**src/sfp_pkg.sv**
```systemverilog
// constants shared by the sync filter and power control block
package sfp_pkg;
    // register addresses
    localparam logic [7:0] ADDR_HS_POL      = 8'h12;
    localparam logic [7:0] ADDR_HS_WIDTH    = 8'h13;
    localparam logic [7:0] ADDR_FS_CTRL     = 8'h14;
    localparam logic [7:0] ADDR_PHASE       = 8'h19;
    localparam logic [7:0] ADDR_POWER       = 8'h1e;
    localparam logic [7:0] ADDR_SRC_SEL     = 8'h20;
    localparam logic [7:0] ADDR_WINDOW      = 8'h23;
    localparam logic [7:0] ADDR_DETECT      = 8'h24;
    localparam logic [7:0] ADDR_FILT_STAT   = 8'h25;
    // field positions
    localparam int HSPOL_BIT        = 3;
    localparam int FS_EN_BIT        = 2;
    localparam int PWR_AUTO_BIT     = 4;
    localparam int PWR_SW_BIT       = 3;
    localparam int PWR_PINPOL_BIT   = 2;
    localparam int PWR_OUT_HIZ_BIT  = 1;
    localparam int PWR_GSO_HIZ_BIT  = 0;
    localparam int SRC_GREEN_BIT    = 3;
    localparam int SRC_PLL_FILT_BIT = 2;
    localparam int SRC_REGEN_BIT    = 1;
    localparam int SRC_INPUT_BIT    = 0;
    localparam int DET_LINE0_BIT    = 7;
    localparam int DET_LINE1_BIT    = 6;
    localparam int DET_GREEN0_BIT   = 3;
    localparam int DET_GREEN1_BIT   = 2;
    localparam int FILT_EXTRA_BIT   = 1;
    localparam int PHASE_W          = 5;
    // values after reset
    localparam logic [7:0] RST_HS_POL     = 8'h08;
    localparam logic [7:0] RST_HS_WIDTH   = 8'h20;
    localparam logic [7:0] RST_FS_CTRL    = 8'h04;
    localparam logic [7:0] RST_PHASE      = 8'h00;
    localparam logic [7:0] RST_POWER      = 8'h04;
    localparam logic [7:0] RST_SRC_SEL    = 8'h06;
    localparam logic [7:0] RST_WINDOW     = 8'h0a;
    // timing
    localparam int LINE_W = 16;
    localparam int TIME_W = 20;
    localparam logic [TIME_W-1:0] CLK_PERIOD_NS = 20'h0000a;
    localparam logic [TIME_W-1:0] WIN_UNIT_NS   = 20'h00019;
    localparam logic [7:0] REGEN_WIDTH_CYC = 8'h10;
    localparam logic [3:0] FRAME_MIN_CYC   = 4'h4;
    localparam logic [2:0] INVALID_SETS    = 3'h6;
    localparam int ACT_TIMEOUT_DEF = 65536;
endpackage : sfp_pkg

```
**src/sfp_sync_filter_power_control.sv**
```systemverilog
// line/frame sync conditioning, output sync timing and power-down control
`timescale 1ns/10ps
`default_nettype none
module sfp_sync_filter_power_control
    import sfp_pkg::*;
#(
    parameter int DATA_W          = 30,
    parameter int ACT_TIMEOUT_CYC = ACT_TIMEOUT_DEF
) (
    input  wire logic               clk_in,
    input  wire logic               rst_in,
    input  wire logic               reg_write_in,
    input  wire logic [7:0]         reg_addr_in,
    input  wire logic [7:0]         reg_wdata_in,
    output logic      [7:0]         reg_rdata_out,
    input  wire logic [1:0]         line_sync_inputs_in,
    input  wire logic [1:0]         green_sync_inputs_in,
    input  wire logic               frame_sync_in,
    input  wire logic               power_down_pin_in,
    input  wire logic [DATA_W-1:0]  data_in,
    output logic                    pll_sync_out,
    output logic                    regen_line_sync_out,
    output logic                    frame_sync_out,
    output logic                    odd_field_out,
    output logic                    line_sync_output_out,
    output logic                    output_data_clock_out,
    output logic      [DATA_W-1:0]  data_out,
    output logic                    data_valid_out,
    output logic                    outputs_oe_n_out,
    output logic                    green_sync_output_out,
    output logic                    green_sync_output_oe_n_out,
    output logic                    powered_down_out,
    output logic      [PHASE_W-1:0] sampling_phase_out
);
    localparam int ACT_W = $clog2(ACT_TIMEOUT_CYC + 1);

    logic [5:0]        pins_sync;
    logic [7:0]        hs_pol_reg, hs_width_reg, fs_ctrl_reg, phase_reg;
    logic [7:0]        power_reg, src_reg, window_reg;
    logic              pol_high_reg, raw_act_d_reg;
    logic [LINE_W-1:0] line_cnt_reg, period_reg, high_cnt_reg;
    logic [7:0]        regen_hold_reg;
    logic              filt_reg, extra_line_reg, extra_stat_reg;
    logic              proc_d_reg, proc_pend_reg;
    logic              seen_reg, subst_reg;
    logic [7:0]        hs_cnt_reg;
    logic [3:0]        fs_cnt_reg;
    logic              pd_reg;
    logic [2:0]        valid_cnt_reg;
    logic [DATA_W-1:0] pipe_reg [INVALID_SETS];
    logic [3:0]        act_det;
    logic [3:0]        act_d_reg;

    sfp_sync2 #(
        .W (6)
    ) u_pin_sync (
        .clk_in   (clk_in),
        .rst_in   (rst_in),
        .async_in ({frame_sync_in, power_down_pin_in, green_sync_inputs_in, line_sync_inputs_in}),
        .sync_out (pins_sync)
    );

    // register write decode
    wire wr_en  = reg_write_in;
    wire wr_pol = wr_en && (reg_addr_in == ADDR_HS_POL);
    wire wr_wid = wr_en && (reg_addr_in == ADDR_HS_WIDTH);
    wire wr_fs  = wr_en && (reg_addr_in == ADDR_FS_CTRL);
    wire wr_ph  = wr_en && (reg_addr_in == ADDR_PHASE);
    wire wr_pwr = wr_en && (reg_addr_in == ADDR_POWER);
    wire wr_src = wr_en && (reg_addr_in == ADDR_SRC_SEL);
    wire wr_win = wr_en && (reg_addr_in == ADDR_WINDOW);

    always_ff @(posedge clk_in or posedge rst_in) begin
        if (rst_in) begin
            hs_pol_reg   <= RST_HS_POL;
            hs_width_reg <= RST_HS_WIDTH;
            fs_ctrl_reg  <= RST_FS_CTRL;
            phase_reg    <= RST_PHASE;
            power_reg    <= RST_POWER;
            src_reg      <= RST_SRC_SEL;
            window_reg   <= RST_WINDOW;
        end else begin
            if (wr_pol) hs_pol_reg <= reg_wdata_in;
            if (wr_wid) hs_width_reg <= reg_wdata_in;
            if (wr_fs) fs_ctrl_reg <= reg_wdata_in;
            if (wr_ph) phase_reg <= reg_wdata_in;
            if (wr_pwr) power_reg <= reg_wdata_in;
            if (wr_src) src_reg <= reg_wdata_in;
            if (wr_win) window_reg <= reg_wdata_in;
        end
    end

    // sync activity detectors, one per line and green sync input
    wire [3:0] act_src = {pins_sync[0], pins_sync[1], pins_sync[2], pins_sync[3]};
    genvar gi;
    generate
        for (gi = 0; gi < 4; gi++) begin : g_act
            logic [ACT_W-1:0] act_cnt_reg;
            always_ff @(posedge clk_in or posedge rst_in) begin
                if (rst_in) begin
                    act_cnt_reg <= '0;
                end else if (act_src[gi] != act_d_reg[gi]) begin
                    act_cnt_reg <= ACT_W'(ACT_TIMEOUT_CYC);
                end else if (act_cnt_reg != '0) begin
                    act_cnt_reg <= act_cnt_reg - 1'b1;
                end
            end
            assign act_det[gi] = (act_cnt_reg != '0);
        end
    endgenerate

    // detect byte: line0, line1, green0, green1
    wire [7:0] detect_byte = {act_det[3], act_det[2], 2'b00, act_det[1], act_det[0], 2'b00};
    wire sync_activity = detect_byte[DET_LINE0_BIT] | detect_byte[DET_LINE1_BIT]
                       | detect_byte[DET_GREEN0_BIT] | detect_byte[DET_GREEN1_BIT];

    // pin polarity then OR software bit
    wire pin_pd    = power_reg[PWR_PINPOL_BIT] ? pins_sync[4] : ~pins_sync[4];
    wire manual_pd = pin_pd | power_reg[PWR_SW_BIT];
    wire pd_next   = power_reg[PWR_AUTO_BIT] ? ~sync_activity : manual_pd;

    // raw sync selection and polarity normalisation
    wire line_sel  = src_reg[SRC_INPUT_BIT] ? pins_sync[1] : pins_sync[0];
    wire green_sel = src_reg[SRC_INPUT_BIT] ? pins_sync[3] : pins_sync[2];
    wire raw_sel   = src_reg[SRC_GREEN_BIT] ? green_sel : line_sel;
    wire raw_act   = raw_sel ~^ pol_high_reg;
    wire raw_rise  = raw_act & ~raw_act_d_reg;

    // regenerator prediction limits
    wire [LINE_W:0] early_lim = {1'b0, period_reg} - {3'b000, period_reg[LINE_W-1:2]};
    wire [LINE_W:0] late_lim  = {1'b0, period_reg} + {3'b000, period_reg[LINE_W-1:2]};
    wire            have_per  = (period_reg != '0);
    // early edges ignored, missing edges substituted
    wire accept     = raw_rise && (!have_per || ({1'b0, line_cnt_reg} >= early_lim));
    wire missing    = have_per && !accept && ({1'b0, line_cnt_reg} >= late_lim);
    wire regen_edge = accept | missing;
    // period only trusted between two real edges with no substitute between them
    wire learn      = accept && seen_reg && !subst_reg;

    // window half-width in ns around the regenerated edge
    wire [TIME_W-1:0] win_ns    = TIME_W'(window_reg) * WIN_UNIT_NS;
    wire [TIME_W-1:0] since_ns  = TIME_W'(line_cnt_reg) * CLK_PERIOD_NS;
    // distance to the predicted edge, early or late side
    wire [LINE_W-1:0] to_go     = (line_cnt_reg <= period_reg) ? period_reg - line_cnt_reg
                                                               : line_cnt_reg - period_reg;
    wire [TIME_W-1:0] to_go_ns  = TIME_W'(to_go) * CLK_PERIOD_NS;
    wire              in_window = !have_per || (since_ns <= win_ns) || (to_go_ns <= win_ns);
    // edges inside window pass, outside are discarded
    wire filt_edge  = raw_rise && in_window;
    wire outside    = raw_rise && !in_window;

    wire regen_lvl  = (regen_hold_reg != 8'h00);
    wire proc_sync  = src_reg[SRC_REGEN_BIT] ? regen_lvl : raw_act;
    wire proc_rise  = proc_sync & ~proc_d_reg;

    always_ff @(posedge clk_in or posedge rst_in) begin
        if (rst_in) begin
            pol_high_reg   <= 1'b1;
            raw_act_d_reg  <= 1'b0;
            line_cnt_reg   <= '0;
            period_reg     <= '0;
            high_cnt_reg   <= '0;
            regen_hold_reg <= 8'h00;
            filt_reg       <= 1'b0;
            extra_line_reg <= 1'b0;
            extra_stat_reg <= 1'b0;
            proc_d_reg     <= 1'b0;
            act_d_reg      <= 4'h0;
            seen_reg       <= 1'b0;
            subst_reg      <= 1'b0;
        end else begin
            raw_act_d_reg <= raw_act;
            proc_d_reg    <= proc_sync;
            act_d_reg     <= act_src;
            if (regen_edge) begin
                line_cnt_reg   <= '0;
                regen_hold_reg <= REGEN_WIDTH_CYC;
                if (learn) begin
                    period_reg <= line_cnt_reg;
                end
            end else begin
                if (line_cnt_reg != '1) line_cnt_reg <= line_cnt_reg + 1'b1;
                if (regen_lvl) regen_hold_reg <= regen_hold_reg - 1'b1;
            end
            if (accept) begin
                seen_reg  <= 1'b1;
                subst_reg <= 1'b0;
            end else if (missing) begin
                subst_reg <= 1'b1;
            end
            // input polarity from high time per line
            if (accept) begin
                if (learn) pol_high_reg <= (high_cnt_reg < {1'b0, line_cnt_reg[LINE_W-1:1]});
                high_cnt_reg <= '0;
            end else if (raw_sel && high_cnt_reg != '1) begin
                high_cnt_reg <= high_cnt_reg + 1'b1;
            end
            // filtered level starts at in-window edge
            if (filt_edge) filt_reg <= 1'b1;
            else if (!raw_act) filt_reg <= 1'b0;
            // extraneous status refreshed each line, set wins
            if (regen_edge) begin
                extra_stat_reg <= extra_line_reg | outside;
                extra_line_reg <= outside;
            end else if (outside) begin
                extra_line_reg <= 1'b1;
            end
        end
    end

    // frame filter: minimum duration, line-edge avoidance, field
    wire fs_raw     = pins_sync[5];
    wire fs_en      = fs_ctrl_reg[FS_EN_BIT];
    wire fs_long    = (fs_cnt_reg >= FRAME_MIN_CYC);
    wire fs_set     = fs_en ? (fs_long && !proc_rise) : fs_raw;
    wire fs_start   = fs_raw && fs_set && !frame_sync_out;

    // data clock: data changes when the clock falls
    wire pix_tick   = output_data_clock_out;

    always_ff @(posedge clk_in or posedge rst_in) begin
        if (rst_in) begin
            fs_cnt_reg     <= 4'h0;
            frame_sync_out <= 1'b0;
            odd_field_out  <= 1'b0;
        end else begin
            if (!fs_raw) fs_cnt_reg <= 4'h0;
            else if (!fs_long) fs_cnt_reg <= fs_cnt_reg + 1'b1;
            if (!fs_raw) frame_sync_out <= 1'b0;
            else if (fs_set) frame_sync_out <= 1'b1;
            if (fs_start) begin
                odd_field_out <= (line_cnt_reg >= {1'b0, period_reg[LINE_W-1:1]});
            end
        end
    end

    // line sync output timing on the pixel tick
    wire [7:0] hs_cnt_next = (proc_pend_reg || proc_rise) ? hs_width_reg
                           : ((hs_cnt_reg != 8'h00) ? hs_cnt_reg - 1'b1 : 8'h00);

    always_ff @(posedge clk_in or posedge rst_in) begin
        if (rst_in) begin
            pd_reg                <= 1'b0;
            proc_pend_reg         <= 1'b0;
            hs_cnt_reg            <= 8'h00;
            line_sync_output_out  <= 1'b0;
            output_data_clock_out <= 1'b0;
            valid_cnt_reg         <= 3'h0;
            data_valid_out        <= 1'b0;
        end else begin
            pd_reg <= pd_next;
            // clock toggles; data moves on its falling edge
            output_data_clock_out <= !pd_reg && !output_data_clock_out;
            if (pd_reg) begin
                proc_pend_reg  <= 1'b0;
                hs_cnt_reg     <= 8'h00;
                valid_cnt_reg  <= 3'h0;
                data_valid_out <= 1'b0;
            end else if (pix_tick) begin
                proc_pend_reg <= 1'b0;
                hs_cnt_reg    <= hs_cnt_next;
                // polarity applied, aligned to data update
                line_sync_output_out <= (hs_cnt_next != 8'h00) ~^ hs_pol_reg[HSPOL_BIT];
                if (valid_cnt_reg != INVALID_SETS) valid_cnt_reg <= valid_cnt_reg + 1'b1;
                data_valid_out <= (valid_cnt_reg >= INVALID_SETS - 3'h1);
            end else if (proc_rise) begin
                proc_pend_reg <= 1'b1;
            end
        end
    end

    always_ff @(posedge clk_in or posedge rst_in) begin
        if (rst_in) begin
            for (int i = 0; i < INVALID_SETS; i++) begin
                pipe_reg[i] <= '0;
            end
            data_out <= '0;
        end else if (pix_tick && !pd_reg) begin
            pipe_reg[0] <= data_in;
            for (int i = 1; i < INVALID_SETS; i++) begin
                pipe_reg[i] <= pipe_reg[i-1];
            end
            data_out <= pipe_reg[INVALID_SETS-1];
        end
    end

    // read mux
    logic [7:0] rd_mux;
    always_comb begin
        unique case (reg_addr_in)
            ADDR_HS_POL:    rd_mux = hs_pol_reg;
            ADDR_HS_WIDTH:  rd_mux = hs_width_reg;
            ADDR_FS_CTRL:   rd_mux = fs_ctrl_reg;
            ADDR_PHASE:     rd_mux = phase_reg;
            ADDR_POWER:     rd_mux = power_reg;
            ADDR_SRC_SEL:   rd_mux = src_reg;
            ADDR_WINDOW:    rd_mux = window_reg;
            ADDR_DETECT:    rd_mux = detect_byte;
            ADDR_FILT_STAT: rd_mux = {6'h00, extra_stat_reg, 1'b0};
            default:        rd_mux = 8'h00;
        endcase
    end

    wire pll_next = src_reg[SRC_PLL_FILT_BIT] ? filt_reg : raw_act;

    always_ff @(posedge clk_in or posedge rst_in) begin
        if (rst_in) begin
            reg_rdata_out              <= 8'h00;
            pll_sync_out               <= 1'b0;
            regen_line_sync_out        <= 1'b0;
            outputs_oe_n_out           <= 1'b1;
            green_sync_output_out      <= 1'b0;
            green_sync_output_oe_n_out <= 1'b1;
            powered_down_out           <= 1'b0;
            sampling_phase_out         <= '0;
        end else begin
            reg_rdata_out       <= rd_mux;
            pll_sync_out        <= pll_next;
            regen_line_sync_out <= regen_lvl;
            // outputs float when powered down or on request
            outputs_oe_n_out    <= pd_reg | power_reg[PWR_OUT_HIZ_BIT];
            // green sync output runs regardless of power-down
            green_sync_output_out      <= green_sel;
            // green sync output high impedance bit
            green_sync_output_oe_n_out <= power_reg[PWR_GSO_HIZ_BIT];
            powered_down_out    <= pd_reg;
            sampling_phase_out  <= phase_reg[PHASE_W-1:0];
        end
    end
endmodule : sfp_sync_filter_power_control
`default_nettype wire

```
**src/sfp_sync2.sv**
```systemverilog
// two flip-flop synchroniser for a group of pin inputs
`timescale 1ns/10ps
`default_nettype none
module sfp_sync2 #(
    parameter int W = 1
) (
    input  wire logic         clk_in,
    input  wire logic         rst_in,
    input  wire logic [W-1:0] async_in,
    output logic      [W-1:0] sync_out
);
    logic [W-1:0] meta_reg;

    always_ff @(posedge clk_in or posedge rst_in) begin
        if (rst_in) begin
            meta_reg <= '0;
            sync_out <= '0;
        end else begin
            meta_reg <= async_in;
            sync_out <= meta_reg;
        end
    end
endmodule : sfp_sync2
`default_nettype wire

```
**config.mk**
```make
export PLATFORM = sky130hd
export DESIGN_NAME = sfp_sync_filter_power_control
export DESIGN_NICKNAME = d
export VERILOG_FILES = /design/src/sfp_pkg.sv /design/src/sfp_sync_filter_power_control.sv /design/src/sfp_sync2.sv
export SDC_FILE = /design/constraint.sdc
export NUM_CORES = 1
export LEC_CHECK = 0
export BUFFER_PORTS_ARGS = -buffer_cell sky130_fd_sc_hd__buf_4
export CAP_MARGIN = 30
export CORE_UTILIZATION = 40
export CTS_BUF_LIST = sky130_fd_sc_hd__clkbuf_8
export DETAILED_ROUTE_END_ITERATION = 8
export SLEW_MARGIN = 0
export SYNTH_ARGS = -nofsm -noshare
export SYNTH_HDL_FRONTEND = slang
export SYNTH_SLANG_ARGS = --single-unit
```
**constraint.sdc**
```tcl
create_clock -name clk_in -period 26 [get_ports clk_in]
set_clock_uncertainty 0.05 [all_clocks]
set_input_delay 5.2 -clock clk_in [delete_from_list [all_inputs] [get_ports clk_in]]
set_output_delay 5.2 -clock clk_in [all_outputs]
set_load 0.02 [all_outputs]
```
==> results.toml, run 1 <==
[sta]
period_minus_slack_ns = 7.81
finalSetupViolCount = 0
rsz0062_at_grt = "false"
worst_slew_pin_slew_ns = 1.02
fin_crit_sh_pct = 30.0
setup_tns_ns = 0
relSlewSlack_pct = 31.7
clock.fmax_mhz = 128
hold_viol = 0
slew_violations = 0

[yosys]
syn_inst = 2702
ys_seq_area_share_pct = 45.2
yosysWarnings = 0
synth_seq_cells = 455
synth_ff_type = "dfrtp_1"
synth_edf_count = 0
syn_area_per_cell_um2 = 9.33
syn_nets = 3007
netlist_area_um2 = 25200
async_flop_share_pct = 100
synthDistinctLibCells = 72

[finish]
mostFrequentLayoutCells = "nand2_1, dfrtp_1, ha_1"
final_nets = 3135
final_common_cell = "nand2_1"
drive_above_1_share_pct = 11.2
largest_reg_flops = 180
area_delta_synth_final_pct = 13.0

[routing]
wl_per_cell_um = 16.3
vias_per_cell = 5.18
drc = 0
drtIter0Drc = 1146
antenna_left = 0
drt-total-wl_um = 60800
drt_first_pass_iters = 5
vias = 19266

[clock_tree]
clock-sinks = 455
cts_buffers = 76
cts_tree = "yes"
htree_levels = 3
clk-insertion-delay-late_ns = 0.64
path_clk_slew_ns = 0.06
clockBufferDepth = 3
cts_hold_buf = 0
cts_resized = 0
clockRootBuffer = "clkbuf_8"
post-cts-setup-buffer-count = 0

[place]
gp_congestion = 0.903
io_buffers = 108
dp_hpwl_um = 44200

[grt]
grt_overflow = 0
first_global_vias = 19520
antenna_found_initial = 2
grt_max_degree = 122
globalRouteTotalUtil_pct = 19.5
grt_pass1_wl_um = 101000

[floorplan]
die_width_um = 253
dieArea_um2 = 64000
ioPinCount = 109
start_util_pct = 40.7
dieHeight_um = 253
coreArea_um2 = 61900
num_rows = 91

[setup_path]
slowest_delay_ns = 0.57
crit_fanout = 21
start_kind = "flop"
critPathRequiredTime_ns = 26.46
cp_slowest_cell = "o21ai_0"
crit_arrival_ns = 8.28
r2r-start = "line_cnt_reg[0]"
crit_path_frequent_cell = "ha_1"
worstSetupPathType = "flop to flop"
crit_path_start = "line_cnt_reg[0]"
end_kind = "flop"

[power_and_ir_drop]
pwr-share-seq_pct = 29.2
p_leak_nw = 14.7
p_int_w = 0.00213
ir_drop_v = 0.000139
switchingPower_w = 0.00158
power_frac_comb_pct = 54.3
p_clk_share_pct = 16.6
sw_frac_of_total_pct = 42.6
powerDensity_nw_per_um2 = 130
power.total_w = 0.00371

[job]
max-cap-violations = 0

[worst_hold_path]
min_path_type = "flop to flop"
hp-start = "u_pin_sync.meta_reg[5]"

[status]
outcome = "finished, final reports clean"
[path summary, 6_finish.rpt]
path,slack (ns),to,cells past startpoint
max,18.19,extra_stat_reg,29
min,0.30,u_pin_sync.sync_out[5],0
max reg2reg,18.19,extra_stat_reg,29
min reg2reg,0.30,u_pin_sync.sync_out[5],0
max in group asynchronous,18.23,reg_rdata_out[4],5
min in group asynchronous,4.64,pipe_reg[177],2
[stage by stage]
step / hold slack, ns / worst slack (ns) / area (um2) / utilization [%] / std cells
after floorplan: 0.281 / 8.08 / 25200 / - / 2702
after global placement: 0.287 / 17.45 / 26900 / 43.4 / 3583
after detailed placement: 0.286 / 17.38 / 26900 / 43.5 / 3587
after CTS: 0.299 / 18.07 / 28400 / 45.9 / 3716
after global routing: 0.314 / 17.65 / 28500 / 46.0 / 3720
final: 0.297 / 18.19 / 28500 / 46.0 / 3720
[worst max-delay path, delay by kind of cell, from the launching register on]
family | cells | cell delay, ns
muxes | 1 | 0.29
xor gates and xnor gates | 1 | 0.15
AOI/OAI and AO/OA | 10 | 2.64
adders and majority gates | 5 | 1.39
buffers and inverters | 3 | 0.52
and+or+nand+nor | 9 | 2.18
DFF | 1 | 0.46
[power groups by stage]
| stage | Clock [W] | Combinational [W] | Sequential (W) |
|---|---|---|---|
| 2_1_floorplan | 0 | 0.00150 | 0.00107 |
| 3_3_place_gp | 0 | 0.00193 | 0.00108 |
| 3_5_place_dp | 0 | 0.00200 | 0.00109 |
| 4_1_cts | 0.000636 | 0.00202 | 0.00108 |
| 5_1_grt | 0.000669 | 0.00231 | 0.00111 |
| 6_report | 0.000614 | 0.00201 | 0.00108 |
[cell type report]
class                           count  area, um2
Fill cell                        6023      33500
Multi-Input combinational cell   2042      13000
Sequential cell                   455      11400
Clock buffer                       88       1210
Tap cell                          837       1050
Timing Repair Buffer              132       1040
Inverter                          123        469
Clock inverter                     41        260
Antenna cell                        2       5.00
[Yosys cell counts, types with 5 or more instances]
| cell type | instances | area share [%] |
|---|---|---|
| nor2_1 | 183 | 2.7 |
| mux2i_1 | 30 | 1.2 |
| inv_1 | 123 | 1.8 |
| xor2_1 | 44 | 1.5 |
| ha_1 | 241 | 12 |
| mux2_2 | 63 | 2.8 |
| or2_2 | 5 | 0.12 |
| nand4_1 | 22 | 0.55 |
| a222oi_1 | 9 | 0.36 |
| fa_1 | 9 | 0.71 |
| o21ai_0 | 74 | 1.5 |
| xnor2_1 | 110 | 3.8 |
| o211ai_1 | 11 | 0.33 |
| and4_1 | 7 | 0.24 |
| and2_1 | 6 | 0.15 |
| dfstp_2 | 11 | 1.1 |
| nand3_1 | 51 | 1.0 |
| nand2_1 | 717 | 11 |
| a221oi_1 | 5 | 0.17 |
| a2111oi_0 | 5 | 0.17 |
| o21bai_1 | 12 | 0.36 |
| nor4_1 | 26 | 0.65 |
| a221o_1 | 5 | 0.20 |
| o21a_1 | 12 | 0.36 |
| or4_1 | 12 | 0.36 |
| buf_1 | 10 | 0.15 |
| a21o_1 | 43 | 1.3 |
| clkbuf_1 | 68 | 1.0 |
| a211oi_1 | 18 | 0.54 |
| a22oi_1 | 9 | 0.27 |
| a31oi_1 | 6 | 0.15 |
| and3_1 | 9 | 0.22 |
| nor3_1 | 47 | 0.93 |
| nand3b_1 | 9 | 0.27 |
| or3_1 | 19 | 0.47 |
| nor2b_1 | 16 | 0.40 |
| dfrtp_1 | 444 | 44 |
| nand2b_1 | 21 | 0.52 |
| a21oi_1 | 122 | 2.4 |
| o31ai_1 | 6 | 0.18 |
[cell families (layout without fill, tap and decap cells)]
family,Yosys count,after routing,synth area share (%)
AND/OR/NAND/NOR,1168,1168,19.9
buffers and inverters,205,384,3.12
multiplexers,95,95,4.18
AO/OA/AOI/OAI,375,375,9.55
other,0,2,0
XOR/XNOR,154,154,5.35
flip-flops,455,455,45.2
adder cells (fa/ha/maj),250,250,12.7
[routing by layer]
| layer | up-vias | GRT usage [%] | routed length [um] |
|---|---|---|---|
| met5 | - | 0 | 0 |
| met4 | 0 | 6.86 | 1510 |
| met3 | 91 | 2.81 | 2190 |
| met2 | 329 | 31.2 | 28200 |
| met1 | 9383 | 26.8 | 28900 |
| li1 | 9463 | - | - |
Note: power is estimated with default switching activity, not from simulation.
==> run 2, diff against run 1 <==
ABC_AREA = 1   (was unset)
clock period = 6.8 ns   (was 26 ns; I/O delays follow)
==> run 2 against run 1 <==
  * Clock power rose to 4.4 times the previous value
  * Sequential cell count unchanged
  * Area after synthesis grew 5.8%
  * Sequential power rose to 3.8 times the previous value
  * Fmax rose by 36%
  * First-iteration DRC count up 18%
  * Critical path depth is 4 higher
  * Routed wire length is 11% higher
  * Critical endpoint unchanged
==> results.toml, run 2 <==
[setup_path]
slowest_delay_ns = 0.59
r2r-start = "line_cnt_reg[5]"
crit_fanout = 13
cp_num_buf_inv = 3
end_kind = "flop"
crit_path_end = "extra_stat_reg"
path_delay_family = "simple AND/OR/NAND/NOR gates"
start_kind = "flop"
r2r_slack_ns = 1.04
cp.depth = 33
critPathRequiredTime_ns = 7.29
crit_path_frequent_cell = "nand2_1"
ff2ff_path_depth = 33
cp_slowest_cell = "dfrtp_1"
worstSetupPathType = "flop to flop"
r2r-end = "extra_stat_reg"
crit_path_start = "line_cnt_reg[5]"
crit_arrival_ns = 6.24

[sta]
fin_ws_ns = 1.04
setup_tns_ns = 0
slew_violations = 0
rsz0062_at_grt = "false"
period_minus_slack_ns = 5.76
finalSetupViolCount = 0
relSlewSlack_pct = 32.1
worst_slew_pin_slew_ns = 1.01
hold_viol = 0
fin_crit_sh_pct = 84.6
clock.fmax_mhz = 174

[yosys]
synth_top_area_share_pct = 41.6
synth.most_common_cell = "nand2_1"
syn_area_per_cell_um2 = 7.97
netlist_area_um2 = 26700
async_flop_share_pct = 100
yosysWarnings = 0
synth_area_leaders = "dfrtp_1, nand2_1, ha_1"
ys_seq_area_share_pct = 42.7
synth_ff_type = "dfrtp_1"
yosys-top-cells-count = "nand2_1, dfrtp_1, inv_1"
synthDistinctLibCells = 66
syn_inst = 3349
synth_seq_cells = 455
yosysTopAreaCell = "dfrtp_1"
syn_nets = 3654
synth_edf_count = 0

[clock_tree]
post-cts-setup-buffer-count = 0
clk-insertion-delay-late_ns = 0.68
path_clk_slew_ns = 0.06
clockRootBuffer = "clkbuf_8"
cts_hold_buf = 0
clock-sinks = 455
cts_tree = "yes"
htree_levels = 3
cts_resized = 0
clockBufferDepth = 3
cts_buffers = 82

[floorplan]
coreArea_um2 = 65900
ioPinCount = 109
dieHeight_um = 260
die_width_um = 260
num_rows = 94
dieArea_um2 = 67800
start_util_pct = 40.5

[place]
place_ws_ns = 1.20
io_buffers = 108
gp_congestion = 0.953
dp_hpwl_um = 49400

[routing]
antenna_left = 0
drtIter0Drc = 1358
vias = 21474
wl_per_cell_um = 15.2
drt_first_pass_iters = 6
drc = 0
vias_per_cell = 4.87
drt-total-wl_um = 67200

[power_and_ir_drop]
powerDensity_nw_per_um2 = 557
p_leak_nw = 16.4
power.total_w = 0.0168
ir_drop_v = 0.000660

[finish]
drive_above_1_share_pct = 9.38
final_nets = 3782
fin_util_pct = 45.8
final_common_cell = "nand2_1"
mostFrequentLayoutCells = "nand2_1, dfrtp_1, inv_1"
area_delta_synth_final_pct = 13.0
largest_reg_flops = 180

[worst_hold_path]
hp-start = "u_pin_sync.meta_reg[5]"
min_path_type = "flop to flop"

[grt]
grt_max_degree = 213
grt_overflow = 0
antenna_found_initial = 1
first_global_vias = 20869
grt_pass1_wl_um = 111000
globalRouteTotalUtil_pct = 20.4

[job]
max-cap-violations = 0

[status]
outcome = "finished, final reports clean"
## run 2: cells by family after synthesis
group	Yosys count	synth area share, %
AOI/OAI and AO/OA	470	10.3
buffers and inverters	499	7.44
adders and majority gates	250	12.0
muxes	1	0.0375
xor gates and xnor gates	93	3.11
DFF	455	42.7
and+or+nand+nor	1581	24.4
## run 2: through the flow
step,std cells,hold WS (ns),instance area (um2)
2_1_floorplan,3349,0.281,26700
5_1_grt,4405,0.303,30100
4_1_cts,4402,0.297,30100
3_5_place_dp,4255,0.287,28400
6_report,4405,0.296,30100
3_3_place_gp,4253,0.285,28300
## run 2: worst min path at each step
stage | end | cells after the start
2_1_floorplan | u_pin_sync.sync_out[0] | 0
3_3_place_gp | u_pin_sync.sync_out[5] | 0
3_5_place_dp | u_pin_sync.sync_out[2] | 0
4_1_cts | u_pin_sync.sync_out[5] | 0
5_1_grt | u_pin_sync.sync_out[2] | 0
6_report | u_pin_sync.sync_out[5] | 0
## run 2: layout make-up
class / count / area (um2)
clock inverters: 43 / 323
multi-input cells: 2395 / 13300
repair buffers: 124 / 1010
inverters: 419 / 1580
clock buffers: 104 / 1430
flip-flops and latches: 455 / 11400
well taps: 864 / 1080
fillers: 6626 / 35700
diodes: 1 / 2.50
## run 2: routing by layer
metal | part of all wire, % | track usage (%) | up-vias
li1 | - | - | 11087
met1 | 50 | 29.9 | 9845
met2 | 43 | 30.1 | 434
met3 | 4.4 | 3.27 | 108
met4 | 2.8 | 7.46 | 0
met5 | 0 | 0 | -
## run 2: report_power, final
| group | leakage [nW] | internal, W | switching, W | total (W) |
|---|---|---|---|---|
| Combinational | 9.56 | 0.00379 | 0.00619 | 0.00998 |
| Clock | 1.01 | 0.00156 | 0.00116 | 0.00272 |
| Sequential | 5.80 | 0.00353 | 0.000562 | 0.00409 |
